--- src/core/bus_evt_pkg.sv ---
// Shared types and constants for the bus event performance counter
package bus_evt_pkg;

  // ********************************************************
  // Register offsets (byte addresses)
  // ********************************************************
  localparam logic [7:0] ADDR_SEL0 = 8'h00;
  localparam logic [7:0] ADDR_SEL1 = 8'h04;
  localparam logic [7:0] ADDR_CTR0 = 8'h08;
  localparam logic [7:0] ADDR_CTR1 = 8'h0c;
  localparam logic [7:0] ADDR_STAT = 8'h10;
  localparam logic [7:0] ADDR_MASK = 8'h14;
  localparam logic [7:0] ADDR_CFG = 8'h18;

  // ********************************************************
  // Event codes and unit masks
  // ********************************************************
  localparam logic [7:0] EV_PARTIAL = 8'h6b;
  localparam logic [7:0] EV_IO = 8'h6c;
  localparam logic [7:0] EV_DEFERRED = 8'h6d;
  localparam logic [7:0] EV_BURST = 8'h6e;
  localparam logic [7:0] EV_MEM = 8'h6f;
  localparam logic [7:0] EV_ANY_TXN = 8'h70;
  localparam logic [7:0] EV_DATA_RCV = 8'h64;
  localparam logic [7:0] EV_BNR_DRV = 8'h61;
  localparam logic [7:0] EV_HIT_DRV = 8'h7a;
  localparam logic [7:0] EV_SNOOP_HIT_MODIFIED_PIN_DRV = 8'h7b;
  localparam logic [7:0] EV_SNOOP_STALL = 8'h7e;
  localparam logic [7:0] UMASK_SELF = 8'h00;
  localparam logic [7:0] UMASK_ANY = 8'h20;

  // Core-to-bus clock ratio codes held in the config register
  localparam logic [3:0] RATIO_2_1 = 4'h2;
  localparam logic [3:0] RATIO_3_1 = 4'h3;
  localparam logic [3:0] RATIO_RST = 4'h2;

  // ********************************************************
  // Event select layout: pin control at bit 19, enable at 22
  // ********************************************************
  typedef struct packed {
    logic [8:0] rsvd_hi;
    logic en;
    logic [1:0] rsvd_mid;
    logic pin_control_bit;
    logic [2:0] rsvd_lo;
    logic [7:0] umask;
    logic [7:0] code;
  } sel_t;

  localparam logic [31:0] SEL_WR_MASK = 32'h0048ffff;

  // ********************************************************
  // Bus unit event inputs, all from core clock logic
  // ********************************************************
  typedef struct packed {
    logic txn_done;
    logic txn_self;
    logic txn_partial;
    logic txn_io;
    logic txn_deferred;
    logic txn_burst;
    logic txn_mem;
    logic bus_tick;
    logic data_rcv;
    logic bnr_drv;
    logic hit_drv;
    logic snoop_hit_modified_pin_drv;
    logic hit_stall_drv;
    logic snoop_hit_modified_pin_stall_drv;
    logic snoop_stall;
  } ev_t;

endpackage

--- src/core/bus_event_perf_counter.sv ---
// Bus event selection, two counters, overflow flags and monitor pins
// How it works
// - Code 6BH counts completed partial transactions
// - Code 6CH counts completed I/O transactions
// - Code 6DH counts completed deferred transactions
// - Code 6EH counts completed burst transactions
// - Code 70H counts every completed transaction
// - Code 6FH counts completed memory transactions
// - Code 64H counts bus cycles receiving data
// - Code 61H counts bus cycles driving block-next
// - Code 7AH counts bus cycles driving snoop-hit
// - Code 7BH counts bus cycles driving hit-modified
// - Snoop-stall pin drive also counts for both
// - Code 7EH counts snoop stalled clocks
// - Pin control set, ratio 2:1/3:1: pulse
// - Pin control clear: toggle pins on overflow
// - Other ratios: pins untouched, counting unaffected
// - Mask 00H self only, 20H any agent for transaction codes, nothing for the others
//
// Local design decisions: the register offsets and strobed register access.
`timescale 1ns/1ps

module bus_event_perf_counter #(
  parameter int CTR_W = 32
) (
  // Clock and reset
  input wire logic clk,
  input wire logic rstn,
  // Register port
  input wire logic [7:0] addr,
  input wire logic [31:0] wdata,
  input wire logic wr,
  input wire logic rd,
  output logic [31:0] rdata_q,
  // Bus unit events
  input wire bus_evt_pkg::ev_t ev,
  // Monitor pins and interrupt
  output logic [1:0] breakpoint_monitor_pins_q,
  output logic irq_q
);

  // ********************************************************
  // State
  // ********************************************************
  typedef struct packed {
    bus_evt_pkg::sel_t [1:0] sel;
    logic [1:0][CTR_W-1:0] ctr;
    logic [1:0] stat;
    logic [1:0] mask;
    logic [3:0] ratio;
    logic [1:0] bpm;
    logic irq;
    logic [31:0] rdata;
  } state_t;

  state_t q;
  state_t d;
  logic [1:0] hit;
  logic [1:0] ovf;
  logic ratio_ok;

  // ********************************************************
  // Operating notes
  // ********************************************************
  // Both counters share one decoder function, so the two selects behave
  // identically; only the pins, status bits and interrupt mask bits are per counter.
  // Transaction events rely on txn_done being a single-cycle pulse from the
  // bus unit. A level held high would be counted on every core clock.
  // Bus-cycle events count on bus_tick only, so a slow bus clock does not
  // inflate the count by the core-to-bus ratio.
  // Snoop stall counts core clocks, which is why it ignores bus_tick.
  // Unit masks other than self and any count nothing at all, rather than
  // guessing at a meaning, so a stray mask reads back as a zero count.
  // A counter write beats the increment of the same cycle, but a wrap in
  // that cycle still raises the status bit, so no overflow is lost.
  // Status set wins over a write-one clear landing in the same cycle.
  // The ratio register gates only the monitor pins; counting never stops.
  // Selecting an unsupported ratio freezes the pins, a pulse included, until
  // the ratio is made legal again; software should expect a stuck pin then.
  // Read data stand for one cycle and are zero otherwise, so a bus that ORs
  // several slaves together needs no extra enable.

  // Decode one counter's selected event against the event inputs
  function automatic logic evt_hit(bus_evt_pkg::sel_t s, bus_evt_pkg::ev_t e);
    logic self_ok;
    logic any_ok;
    logic txn;
    self_ok = (s.umask == bus_evt_pkg::UMASK_SELF);
    any_ok = (s.umask == bus_evt_pkg::UMASK_ANY);
    // Transactions: own ones, or any agent's under the any mask
    txn = e.txn_done & ((self_ok & e.txn_self) | any_ok);
    evt_hit = 1'b0;
    case (s.code)
      bus_evt_pkg::EV_PARTIAL: evt_hit = txn & e.txn_partial;
      bus_evt_pkg::EV_IO: evt_hit = txn & e.txn_io;
      bus_evt_pkg::EV_DEFERRED: evt_hit = txn & e.txn_deferred;
      bus_evt_pkg::EV_BURST: evt_hit = txn & e.txn_burst;
      bus_evt_pkg::EV_ANY_TXN: evt_hit = txn;
      bus_evt_pkg::EV_MEM: evt_hit = txn & e.txn_mem;
      // Self-only events: the any mask is not a legal choice here
      bus_evt_pkg::EV_DATA_RCV: evt_hit = self_ok & e.bus_tick & e.data_rcv;
      bus_evt_pkg::EV_BNR_DRV: evt_hit = self_ok & e.bus_tick & e.bnr_drv;
      bus_evt_pkg::EV_HIT_DRV:
        evt_hit = self_ok & e.bus_tick & (e.hit_drv | e.hit_stall_drv);
      bus_evt_pkg::EV_SNOOP_HIT_MODIFIED_PIN_DRV:
        evt_hit = self_ok & e.bus_tick & (e.snoop_hit_modified_pin_drv | e.snoop_hit_modified_pin_stall_drv);
      // Stall is counted in core clocks, not bus ticks
      bus_evt_pkg::EV_SNOOP_STALL: evt_hit = self_ok & e.snoop_stall;
      default: evt_hit = 1'b0;
    endcase
  endfunction

  // ********************************************************
  // Next state
  // ********************************************************
  always_comb
  begin
    d = q;
    d.rdata = 32'h00000000;
    // Monitor pins only work for the two documented ratios
    ratio_ok = (q.ratio == bus_evt_pkg::RATIO_2_1) || (q.ratio == bus_evt_pkg::RATIO_3_1);
    for (int i = 0; i < 2; i++)
    begin
      hit[i] = q.sel[i].en & evt_hit(q.sel[i], ev);
      ovf[i] = hit[i] & (&q.ctr[i]);
      d.ctr[i] = q.ctr[i] + CTR_W'(hit[i]);
      if (ratio_ok)
      begin
        if (q.sel[i].pin_control_bit)
          d.bpm[i] = ovf[i];
        else if (ovf[i])
          d.bpm[i] = ~q.bpm[i];
      end
      // Else the pins hold, while counting continues above
    end
    // Set wins over a write-one clear in the same cycle
    d.stat = q.stat | ovf;
    // Register writes; a counter write overrides that cycle's count
    if (wr)
    begin
      if (addr == bus_evt_pkg::ADDR_SEL0)
        d.sel[0] = bus_evt_pkg::sel_t'(wdata & bus_evt_pkg::SEL_WR_MASK);
      else if (addr == bus_evt_pkg::ADDR_SEL1)
        d.sel[1] = bus_evt_pkg::sel_t'(wdata & bus_evt_pkg::SEL_WR_MASK);
      else if (addr == bus_evt_pkg::ADDR_CTR0)
        d.ctr[0] = wdata[CTR_W-1:0];
      else if (addr == bus_evt_pkg::ADDR_CTR1)
        d.ctr[1] = wdata[CTR_W-1:0];
      else if (addr == bus_evt_pkg::ADDR_STAT)
        d.stat = (q.stat & ~wdata[1:0]) | ovf;
      else if (addr == bus_evt_pkg::ADDR_MASK)
        d.mask = wdata[1:0];
      else if (addr == bus_evt_pkg::ADDR_CFG)
        d.ratio = wdata[3:0];
    end
    // Reads answer one cycle later; unmapped reads return zero
    if (rd)
    begin
      if (addr == bus_evt_pkg::ADDR_SEL0)
        d.rdata = q.sel[0];
      else if (addr == bus_evt_pkg::ADDR_SEL1)
        d.rdata = q.sel[1];
      else if (addr == bus_evt_pkg::ADDR_CTR0)
        d.rdata = 32'(q.ctr[0]);
      else if (addr == bus_evt_pkg::ADDR_CTR1)
        d.rdata = 32'(q.ctr[1]);
      else if (addr == bus_evt_pkg::ADDR_STAT)
        d.rdata = {30'h00000000, q.stat};
      else if (addr == bus_evt_pkg::ADDR_MASK)
        d.rdata = {30'h00000000, q.mask};
      else if (addr == bus_evt_pkg::ADDR_CFG)
        d.rdata = {28'h0000000, q.ratio};
    end
    // Interrupt is registered so the pin comes straight off a flop
    d.irq = |(d.stat & d.mask);
  end

  // ********************************************************
  // Registers
  // ********************************************************
  always_ff @(posedge clk or negedge rstn)
  begin
    if (!rstn)
    begin
      q <= '0;
      q.ratio <= bus_evt_pkg::RATIO_RST;
    end
    else
      q <= d;
  end

  // Outputs
  assign rdata_q = q.rdata;
  assign breakpoint_monitor_pins_q = q.bpm;
  assign irq_q = q.irq;

  // Counter 0 writes are excluded where the count itself is checked
  logic no_wr0;
  assign no_wr0 = !(wr && addr == bus_evt_pkg::ADDR_CTR0);
endmodule

--- config.mk ---
export PLATFORM = sky130hd
export DESIGN_NAME = bus_event_perf_counter
export DESIGN_NICKNAME = d
export VERILOG_FILES = /design/src/core/bus_evt_pkg.sv /design/src/core/bus_event_perf_counter.sv
export SDC_FILE = /design/constraint.sdc
export NUM_CORES = 1
export LEC_CHECK = 0
export BUFFER_PORTS_ARGS = -buffer_cell sky130_fd_sc_hd__buf_2
export CAP_MARGIN = 20
export CORE_MARGIN = 3
export CORE_UTILIZATION = 53
export DETAILED_ROUTE_END_ITERATION = 16
export PLACE_DENSITY = 0.74
export SLEW_MARGIN = 0
export SYNTH_ARGS = -nofsm -noshare
export SYNTH_HDL_FRONTEND = slang
export SYNTH_SLANG_ARGS = --single-unit
--- constraint.sdc ---
create_clock -name clk -period 3.6 [get_ports clk]
set_clock_uncertainty 0.2 [all_clocks]
set_input_delay 0.54 -clock clk [delete_from_list [all_inputs] [get_ports clk]]
set_output_delay 0.54 -clock clk [all_outputs]
set_load 0.05 [all_outputs]
==> impl_metrics.py, run 1 <==
metrics = {
    "pwr": {
        "p_seq_share_pct": 45.3,
        "switching_power_mw": 1.00,
        "comb_power_share_pct": 8.0,
        "cell_internal_pwr_mw": 2.96,
        "power_mw": 3.96,
        "power.switching_fraction_pct": 25.3,
        "clock_power_share_pct": 46.7,
        "cellPowerDensity_nw_per_um2": 434,
        "total_leakage_power_nw": 4.23,
        "vdd_ir_drop_max_mv": 0.353,
    },
    "grt": {
        "grt_pass1_wl_mm": 32.1,
        "first_global_vias": 6067,
        "gr-total-overflow": 0,
        "grt_antenna_before_repair": 0,
        "overall_routing_resource_usage_pct": 24.9,
        "grt_max_degree": 64,
    },
    "setup_path": {
        "rr_endpoint": "q[105]$_DFF_PN0_",
        "timing_worst_setup_path_type": "flip-flop to flip-flop",
        "crit_path_cell_trace": "or4_4 -> a22oi_4 -> o2111ai_4 -> a21oi_2 -> and2_1 -> ha_1 -> inv_1 -> nor2_2 -> nand4_1 -> or4_4 -> nor2_1 -> xnor2_1 -> a21oi_1",
        "worst-endpoint-arrival_ps": 3510,
        "critPathMaxStageDelay_ps": 570,
        "timing.critical_path.required_ps": 3680,
        "cpMaxStageDelayCell": "sky130_fd_sc_hd__or4_4",
        "timing.critical_path.max_delay_family": "simple AND/OR/NAND/NOR gates",
        "crit_cells": 13,
        "timing.critical_path.from_type": "flip-flop",
        "critPathMostFrequentCell": "sky130_fd_sc_hd__or4_4",
        "largest_fanout_on_the_critical_path": 6,
        "combined_buffer_and_inverter_count_along_the_critical_path": 1,
        "end_kind": "flip-flop",
        "worst-r2r-setup-slack_ps": 180,
        "reg2regPathDepth": 13,
        "crit-reg2reg-launch": "q[139]$_DFFE_PN0P_",
    },
    "floorplanning": {
        "dieHeight_um": 129,
        "start_util_pct": 54.6,
        "placementRows": 44,
        "die_width_um": 129,
        "die-area_um2": 16500,
        "io_pins": 94,
        "fp.coreArea_um2": 14600,
    },
    "yosys": {
        "synth-warning-count": 0,
        "netlist-cell-type-count": 60,
        "post_synth_inst_count": 790,
        "ys_seq_elements": 143,
        "seq_area_frac_synth_pct": 45.0,
        "synth_edf_count": 0,
        "async_flop_share_pct": 100,
        "synth_fp_nets": 852,
        "syn-mean-instance-area_um2": 10.1,
        "synth.cell_area_um2": 7960,
        "dominantRegCellSynth": "sky130_fd_sc_hd__dfrtp_1",
    },
    "run": {
        "maxCapViolations": 0,
    },
    "cells_and_area": {
        "design.final.nets": 923,
        "area_growth_syn_to_layout_pct": 14.7,
        "fillers": 1206,
        "most_used_cells_in_the_layout_excluding_fill_and_tap_cells": "sky130_fd_sc_hd__dfrtp_1, sky130_fd_sc_hd__nor2_1, sky130_fd_sc_hd__buf_2",
        "drive_gt1_share_pct": 26.5,
        "mostFrequentLayoutCell": "sky130_fd_sc_hd__dfrtp_1",
        "diodes": 0,
    },
    "clocking": {
        "cts_buffer_depth": 2,
        "htreeDepth": 4,
        "cts_clock_pin_slew_for_the_worst_setup_and_hold_paths_ps": 70,
        "cts_sinks": 143,
        "clock_insertion_delay_at_the_later_pin_of_the_skew_report_ps": 430,
        "cts_tree": "built",
        "inserted_clock_buffers": 17,
        "clockRootBuffer": "sky130_fd_sc_hd__clkbuf_16",
    },
    "drt": {
        "drt_iter0_markers": 575,
        "routed_via_density": 5.86,
        "pre_repair_dr_iteration_count": 7,
        "dr_total_vias": 6200,
        "drt_drc_violations_left": 0,
        "wirelength_mm": 19.9,
        "drtAntennaViolNets": 0,
        "wl_per_cell_um": 18.9,
    },
    "timing": {
        "timing.max_slew.rel_slack_pct": 52.9,
        "timing.final.crit_share_pct": 95.1,
        "max_slew.worst_pin.slew_ps": 705,
        "setup-tns-final_ps": 0,
        "final-max-slew-violation-count": 0,
        "hold_viol_final": 0,
        "layout_min_cycle_time_ps": 3420,
        "fin_hold_ws_ps": 191,
        "max_freq_mhz": 292,
        "setup_violations": 0,
    },
    "placement": {
        "numPortBuffers": 93,
        "gp_routability_congestion": 0.913,
        "detailedPlacementHpwl_mm": 13.7,
    },
    "min_path": {
        "worst_hold_startpoint": "wdata[25]",
        "worst_hold_path.num_cells": 3,
        "min_path_type": "primary input to flip-flop",
        "whs_endpoint": "q[68]$_DFF_PN0_",
    },
    "status": {
        "outcome": "completed",
    },
}
## tightest hold or removal path, cell delays in order
cell and delay [ps]:
sky130_fd_sc_hd__buf_2 90, sky130_fd_sc_hd__nor2_1 40, sky130_fd_sc_hd__a21oi_1 100
## kinds of logic after synthesis
| group | Yosys count | share of synthesized area [%] |
|---|---|---|
| compound gates | 125 | 11.1 |
| xor+xnor | 57 | 6.27 |
| fa+ha+maj | 3 | 0.472 |
| buf+inv | 85 | 6.08 |
| flops | 143 | 45.0 |
| mux | 99 | 13.4 |
| simple gates | 278 | 17.7 |
## power groups by stage
stage	Combinational [mW]	Clock [mW]	Sequential (mW)
CTS	0.319	1.87	1.79
finish	0.318	1.85	1.79
global placement	0.308	0	1.81
floorplan	0.201	0	1.78
global route	0.353	1.94	1.80
detailed placement	0.315	0	1.82
## Yosys cell counts (all sizes together) (9+ instances only)
cell / count / area (um2)
a21oi: 64 / 320
and2: 18 / 113
and3: 9 / 56.3
buf: 49 / 349
clkbuf: 23 / 86.3
dfrtp: 142 / 3550
inv: 13 / 48.8
mux2: 48 / 541
mux2i: 50 / 500
nand2: 40 / 153
nand3: 34 / 170
nand4: 12 / 96.3
nor2: 106 / 403
o22ai: 16 / 100
xnor2: 34 / 298
xor2: 23 / 201
## state kept, by name, indices dropped and copies added (netlist names)
register	flops
rdata_q	32
q	108
breakpoint_monitor_pins_q	2
irq_q	1
## through the flow
| step | worst slack, ps | util, % | area, um2 | cells |
|---|---|---|---|---|
| finish | 178 | 62.6 | 9130 | 1058 |
| global route | -7.70 | 62.6 | 9130 | 1058 |
| CTS | 39.8 | 62.3 | 9090 | 1056 |
| detailed placement | -27.6 | 57.9 | 8450 | 1023 |
| global placement | 91.9 | 57.9 | 8450 | 1023 |
| floorplan | 10.4 | - | 7960 | 790 |
## per-layer routing
metal	global-route usage [%]	vias up	wire length (um)
li1	-	2916	-
met1	35.2	3047	9130
met2	38.5	204	9290
met3	4.52	33	1070
met4	9.64	0	454
met5	0	-	0
## layout make-up
type / instances / area [um2] / share of cell area, %
flip-flops and latches: 143 / 3580 / 39.2
clock buffers: 18 / 439 / 4.81
multi-input cells: 562 / 3930 / 43.0
well taps: 184 / 230 / 2.52
clock inverters: 14 / 181 / 1.99
inverters: 13 / 48.8 / 0.534
repair buffers: 124 / 719 / 7.88
## worst max path at each step
stage          slack, ps                from          endpoint
4_1_cts               40  q[139]$_DFFE_PN0P_  q[101]$_DFF_PN0_
5_1_grt               -8  q[140]$_DFFE_PN0P_  q[103]$_DFF_PN0_
6_report             180  q[139]$_DFFE_PN0P_  q[105]$_DFF_PN0_
3_5_place_dp         -30              ev[10]  q[101]$_DFF_PN0_
3_3_place_gp          90              ev[10]  q[105]$_DFF_PN0_
2_1_floorplan         10  q[140]$_DFFE_PN0P_  q[103]$_DFF_PN0_
## repair_timing
item,in CTS,in global routing
hold endpoints to repair,58,0
endpoints found under the setup margin,2,13
buffers inserted,0,2
hold buffers,1,0
gates resized for setup,2,9
pin swaps,0,1
Power figures use the tool's default switching activity.
==> run 2, diff against run 1 <==
- CORE_MARGIN: 3 -> unset
==> impl_metrics.py, run 2 (same netlist as run 1, synthesis figures left out) <==
metrics = {
    "drt": {
        "dr_total_vias": 6189,
        "drt_drc_violations_left": 0,
        "dr_wl_met2_mm": 8.98,
        "route.top_layer_used": "met4",
        "pre_repair_dr_iteration_count": 5,
        "wirelength_mm": 19.5,
        "wl_per_cell_um": 18.4,
        "met3_wirelength_mm": 1.18,
        "routed_via_density": 5.86,
        "drt_iter0_markers": 486,
        "routed_length_on_met1_mm": 8.95,
        "drtAntennaViolNets": 0,
    },
    "cells_and_area": {
        "mostFrequentLayoutCell": "sky130_fd_sc_hd__dfrtp_1",
        "design.final.nets": 922,
        "largest_register": "q",
        "fillers": 1190,
        "layout.area.seq_um2": 3580,
        "finish.cell_count_without_fillers": 1057,
        "area_growth_syn_to_layout_pct": 14.8,
        "most_used_cells_in_the_layout_excluding_fill_and_tap_cells": "sky130_fd_sc_hd__dfrtp_1, sky130_fd_sc_hd__nor2_1, sky130_fd_sc_hd__buf_2",
        "drive_gt1_share_pct": 25.5,
        "multi_input_comb_area_um2": 3910,
        "largest_register_ffs": 108,
        "diodes": 0,
    },
    "timing": {
        "finalWorstSetupSlack_ps": 198,
        "setup_violations": 0,
        "max_freq_mhz": 294,
        "grt_setup_unrepaired": "no",
        "layout_min_cycle_time_ps": 3400,
        "fin_hold_ws_ps": 186,
        "timing.final.crit_share_pct": 94.5,
        "hold_viol_final": 0,
        "timing.max_slew.rel_slack_pct": 51.2,
        "final-max-slew-violation-count": 0,
        "max_slew.worst_pin.slew_ps": 731,
        "setup-tns-final_ps": 0,
    },
    "grt": {
        "grt_antenna_before_repair": 0,
        "first_global_vias": 5978,
        "grt_max_degree": 64,
        "grt_pass1_wl_mm": 31.6,
        "gr-total-overflow": 0,
        "overall_routing_resource_usage_pct": 26.1,
    },
    "clocking": {
        "htreeDepth": 4,
        "cts_buffer_depth": 2,
        "clockRootBuffer": "sky130_fd_sc_hd__clkbuf_16",
        "inserted_clock_buffers": 17,
        "cts_tree": "built",
        "clock_insertion_delay_at_the_later_pin_of_the_skew_report_ps": 430,
        "cts_clock_pin_slew_for_the_worst_setup_and_hold_paths_ps": 60,
        "cts_sinks": 143,
    },
    "placement": {
        "post-place-cells": 1024,
        "gp_routability_congestion": 0.885,
        "detailedPlacementHpwl_mm": 13.4,
        "pre_cts_slack_ps": 67.5,
        "numPortBuffers": 93,
    },
    "run": {
        "maxCapViolations": 0,
    },
    "pwr": {
        "cellPowerDensity_nw_per_um2": 445,
        "power_mw": 4.07,
        "total_leakage_power_nw": 4.25,
        "vdd_ir_drop_max_mv": 0.410,
    },
    "floorplanning": {
        "die-area_um2": 15500,
        "placementRows": 44,
        "dieHeight_um": 125,
        "io_pins": 94,
        "start_util_pct": 54.6,
        "die_width_um": 125,
        "fp.coreArea_um2": 14600,
    },
    "setup_path": {
        "end_kind": "flip-flop",
        "reg2regPathDepth": 13,
        "timing.critical_path.from_type": "flip-flop",
        "timing_worst_setup_path_type": "flip-flop to flip-flop",
        "worst-endpoint-arrival_ps": 3480,
        "timing.critical_path.required_ps": 3680,
        "largest_fanout_on_the_critical_path": 7,
    },
    "min_path": {
        "worst_hold_path.num_cells": 3,
        "min_path_type": "primary input to flip-flop",
    },
    "status": {
        "outcome": "completed",
    },
}
-- run 2: changes by cell type in the layout (fill, tap and decap cells not counted), moves of 2 or more --
cell	change
sky130_fd_sc_hd__nor2_1	+2
sky130_fd_sc_hd__clkbuf_1	+2
sky130_fd_sc_hd__bufinv_16	+2
sky130_fd_sc_hd__clkinv_4	-3
sky130_fd_sc_hd__clkinv_2	+2
sky130_fd_sc_hd__clkbuf_8	+2
sky130_fd_sc_hd__nor2_2	-2
sky130_fd_sc_hd__clkinvlp_4	-2
sky130_fd_sc_hd__inv_6	-2
-- run 2: metrics by stage --
stage	util (%)	area, um2
5_1_grt	62.6	9140
3_3_place_gp	58.0	8460
4_1_cts	62.5	9130
3_5_place_dp	58.0	8460
6_report	62.6	9140
2_1_floorplan	-	7960
-- run 2: what timing repair did --
| action | in CTS | in global routing |
|---|---|---|
| hold buffers | 1 | 0 |
| setup endpoints to repair | 0 | 7 |
| endpoints found under the hold margin | 57 | 0 |
| resized for setup | 0 | 5 |
| setup buffers | 0 | 0 |
-- run 2: cell type report --
cell class	instances	share of cell area, %
inverter	13	0.534
timing repair buffer	123	7.79
clock inverter	10	1.99
sequential	143	39.2
multi-input combinational	562	42.8
clock buffer	22	5.19
tap	184	2.52
-- run 2: layer usage --
metal	track usage, %	vias to the layer above
met1	36.8	3029
met5	0	-
met4	8.08	0
met3	5.80	26
li1	-	2910
met2	40.2	224
-- run 2: where the power goes --
part           total (mW)  switching [mW]  leakage, nW  internal (mW)
Clock                1.96           0.675        0.321           1.28
Combinational       0.316           0.165         1.98          0.151
Sequential           1.79           0.106         1.95           1.69
Total                4.07           0.946         4.25           3.12
-- run 2: critical path, stage by stage, from the launching register on --
cell and delay, ps:
sky130_fd_sc_hd__dfrtp_2 460, sky130_fd_sc_hd__or4_4 560, sky130_fd_sc_hd__a22oi_4 160, sky130_fd_sc_hd__o2111ai_4 130, sky130_fd_sc_hd__a21oi_2 180, sky130_fd_sc_hd__and2_1 140
sky130_fd_sc_hd__ha_1 160, sky130_fd_sc_hd__inv_1 70, sky130_fd_sc_hd__nor2_2 120, sky130_fd_sc_hd__nand4_1 150, sky130_fd_sc_hd__or4_4 550, sky130_fd_sc_hd__nor2_1 150
sky130_fd_sc_hd__xnor2_1 130, sky130_fd_sc_hd__a21oi_1 80
-- run 2: final timing paths --
check	start	end	slack (ps)
worst min-delay path	wdata[20]	q[63]$_DFF_PN0_	190
min in group asynchronous	rstn	rdata_q[24]$_DFF_PN0_	450
worst max register to register	q[139]$_DFFE_PN0P_	q[101]$_DFF_PN0_	200
worst min register to register	q[35]$_DFFE_PN0P_	q[35]$_DFFE_PN0P_	310
max in group asynchronous	rstn	q[36]$_DFFE_PN1P_	1890
worst max-delay path	q[139]$_DFFE_PN0P_	q[101]$_DFF_PN0_	200
==> run 3, diff against run 2 <==
- BUFFER_PORTS_ARGS: -buffer_cell sky130_fd_sc_hd__buf_2 -> -buffer_cell sky130_fd_sc_hd__buf_4
==> impl_metrics.py, run 3 (same netlist as run 1, synthesis figures left out) <==
metrics = {
    "timing": {
        "layout_min_cycle_time_ps": 3400,
        "finalWorstSetupSlack_ps": 201,
        "max_slew.worst_pin.slew_ps": 693,
        "timing.max_slew.rel_slack_pct": 53.7,
        "grt_setup_unrepaired": "no",
        "setup_violations": 0,
        "setup-tns-final_ps": 0,
        "timing.final.crit_share_pct": 94.4,
        "hold_viol_final": 0,
        "final-max-slew-violation-count": 0,
        "max_freq_mhz": 294,
    },
    "pwr": {
        "switching_power_mw": 0.955,
        "power_mw": 4.05,
        "total_leakage_power_nw": 4.30,
        "clock_power_share_pct": 47.3,
        "vdd_ir_drop_max_mv": 0.322,
        "power.switching_fraction_pct": 23.6,
        "cellPowerDensity_nw_per_um2": 431,
        "cell_internal_pwr_mw": 3.10,
        "comb_power_share_pct": 8.4,
        "p_seq_share_pct": 44.3,
    },
    "drt": {
        "drt_drc_violations_left": 0,
        "wl_per_cell_um": 19.4,
        "routed_via_density": 6.02,
        "drt_iter0_markers": 464,
        "drtAntennaViolNets": 0,
        "wirelength_mm": 20.5,
        "pre_repair_dr_iteration_count": 5,
        "dr_total_vias": 6368,
    },
    "setup_path": {
        "crit_path_cell_trace": "nand2b_1 -> a2111oi_2 -> o2111ai_1 -> a31oi_1 -> buf_4 -> ha_1 -> ha_1 -> nand2_1 -> nor2_1 -> nand3_1 -> nor2_1 -> xnor2_1 -> a21oi_1",
        "cpMaxStageDelayCell": "sky130_fd_sc_hd__dfrtp_1",
        "timing_worst_setup_path_type": "flip-flop to flip-flop",
        "timing.critical_path.required_ps": 3670,
        "largest_fanout_on_the_critical_path": 9,
        "worst-endpoint-arrival_ps": 3470,
        "end_kind": "flip-flop",
        "timing.critical_path.from_type": "flip-flop",
        "critPathMaxStageDelay_ps": 490,
    },
    "floorplanning": {
        "dieHeight_um": 125,
        "fp.coreArea_um2": 14600,
        "io_pins": 94,
        "placementRows": 44,
        "die_width_um": 125,
        "die-area_um2": 15500,
        "start_util_pct": 54.6,
    },
    "grt": {
        "overall_routing_resource_usage_pct": 27.6,
        "grt_antenna_before_repair": 0,
        "first_global_vias": 6441,
        "grt_pass1_wl_mm": 33.2,
        "grt_max_degree": 70,
        "gr-total-overflow": 0,
    },
    "cells_and_area": {
        "mostFrequentLayoutCell": "sky130_fd_sc_hd__dfrtp_1",
        "diodes": 0,
        "largest_register_ffs": 108,
        "design.final.nets": 924,
        "fillers": 1108,
        "largest_register": "q",
        "drive_gt1_share_pct": 26.2,
        "multi_input_comb_area_um2": 3920,
        "area_growth_syn_to_layout_pct": 18.0,
        "layout.area.seq_um2": 3580,
        "most_used_cells_in_the_layout_excluding_fill_and_tap_cells": "sky130_fd_sc_hd__dfrtp_1, sky130_fd_sc_hd__buf_4, sky130_fd_sc_hd__nor2_1",
    },
    "min_path": {
        "min_path_type": "primary input to flip-flop",
    },
    "placement": {
        "numPortBuffers": 93,
        "pre_cts_slack_ps": 64.9,
        "detailedPlacementHpwl_mm": 14.1,
        "gp_routability_congestion": 0.906,
    },
    "clocking": {
        "cts_sinks": 143,
        "clock_insertion_delay_at_the_later_pin_of_the_skew_report_ps": 430,
        "cts_buffer_depth": 2,
        "inserted_clock_buffers": 17,
        "cts_clock_pin_slew_for_the_worst_setup_and_hold_paths_ps": 60,
        "clockRootBuffer": "sky130_fd_sc_hd__clkbuf_16",
        "cts_tree": "built",
        "htreeDepth": 4,
    },
    "run": {
        "maxCapViolations": 0,
    },
    "status": {
        "outcome": "completed",
    },
}
==> run 3: layout make-up <==
cell class | instances | area share (%)
flip-flops and latches | 143 | 38.2
repair buffers | 125 | 10.3
clock buffers | 19 | 4.72
clock inverters | 12 | 2.04
multi-input cells | 562 | 41.8
inverters | 13 | 0.520
well taps | 184 | 2.45
==> run 3: power by group through the flow <==
| stage | clock [mW] | sequential, mW | combinational (mW) |
|---|---|---|---|
| 6_report | 1.91 | 1.80 | 0.341 |
| 5_1_grt | 2.00 | 1.81 | 0.374 |
| 4_1_cts | 1.93 | 1.79 | 0.341 |
| 3_5_place_dp | 0 | 1.82 | 0.336 |
| 3_3_place_gp | 0 | 1.81 | 0.326 |
| 2_1_floorplan | 0 | 1.78 | 0.201 |
==> run 3: repair_timing <==
action | CTS | global route
endpoints found under the hold margin | 67 | 0
setup buffers | 0 | 0
endpoints found under the setup margin | 0 | 7
resized for setup | 0 | 10
hold buffers | 1 | 0
==> run 3: path summary, 6_finish.rpt <==
check / startpoint / endpoint / slack [ps] / cells past startpoint
hold / removal: wdata[21] / q[96]$_DFF_PN0_ / 170 / 3
setup / recovery: q[109]$_DFFE_PN0P_ / q[69]$_DFF_PN0_ / 200 / 13
setup reg to reg: q[109]$_DFFE_PN0P_ / q[69]$_DFF_PN0_ / 200 / 13
max in group asynchronous: rstn / q[141]$_DFFE_PN0P_ / 1930 / 3
hold reg to reg: q[42]$_DFF_PN0_ / q[42]$_DFF_PN0_ / 320 / 1
min in group asynchronous: rstn / q[70]$_DFF_PN0_ / 490 / 2
==> run 3: per-stage QoR <==
| step | util, % | instance area (um2) | cells | hold WS [ps] |
|---|---|---|---|---|
| 2_1_floorplan | - | 7960 | 790 | 44.4 |
| 3_3_place_gp | 59.8 | 8720 | 1026 | 293 |
| 3_5_place_dp | 59.8 | 8720 | 1026 | 302 |
| 4_1_cts | 64.2 | 9360 | 1058 | 163 |
| 5_1_grt | 64.4 | 9390 | 1058 | 180 |
| 6_report | 64.4 | 9390 | 1058 | 174 |
==> run 3: critical path, delay by kind of cell, from the launching register on <==
kind	cells	cell delay (ps)
compound gates	4	910
flops	1	490
buf+inv	1	160
xor+xnor	1	140
simple gates	5	960
fa+ha+maj	2	370
==> run 3: routing by layer <==
layer  vias up  wire length (um)  GRT usage [%]
met5         -                 0              0
met4         0               473           11.1
met3        34              1300           5.84
met2       248              9950           44.3
met1      3177              8810           36.5
li1       2909                 -              -
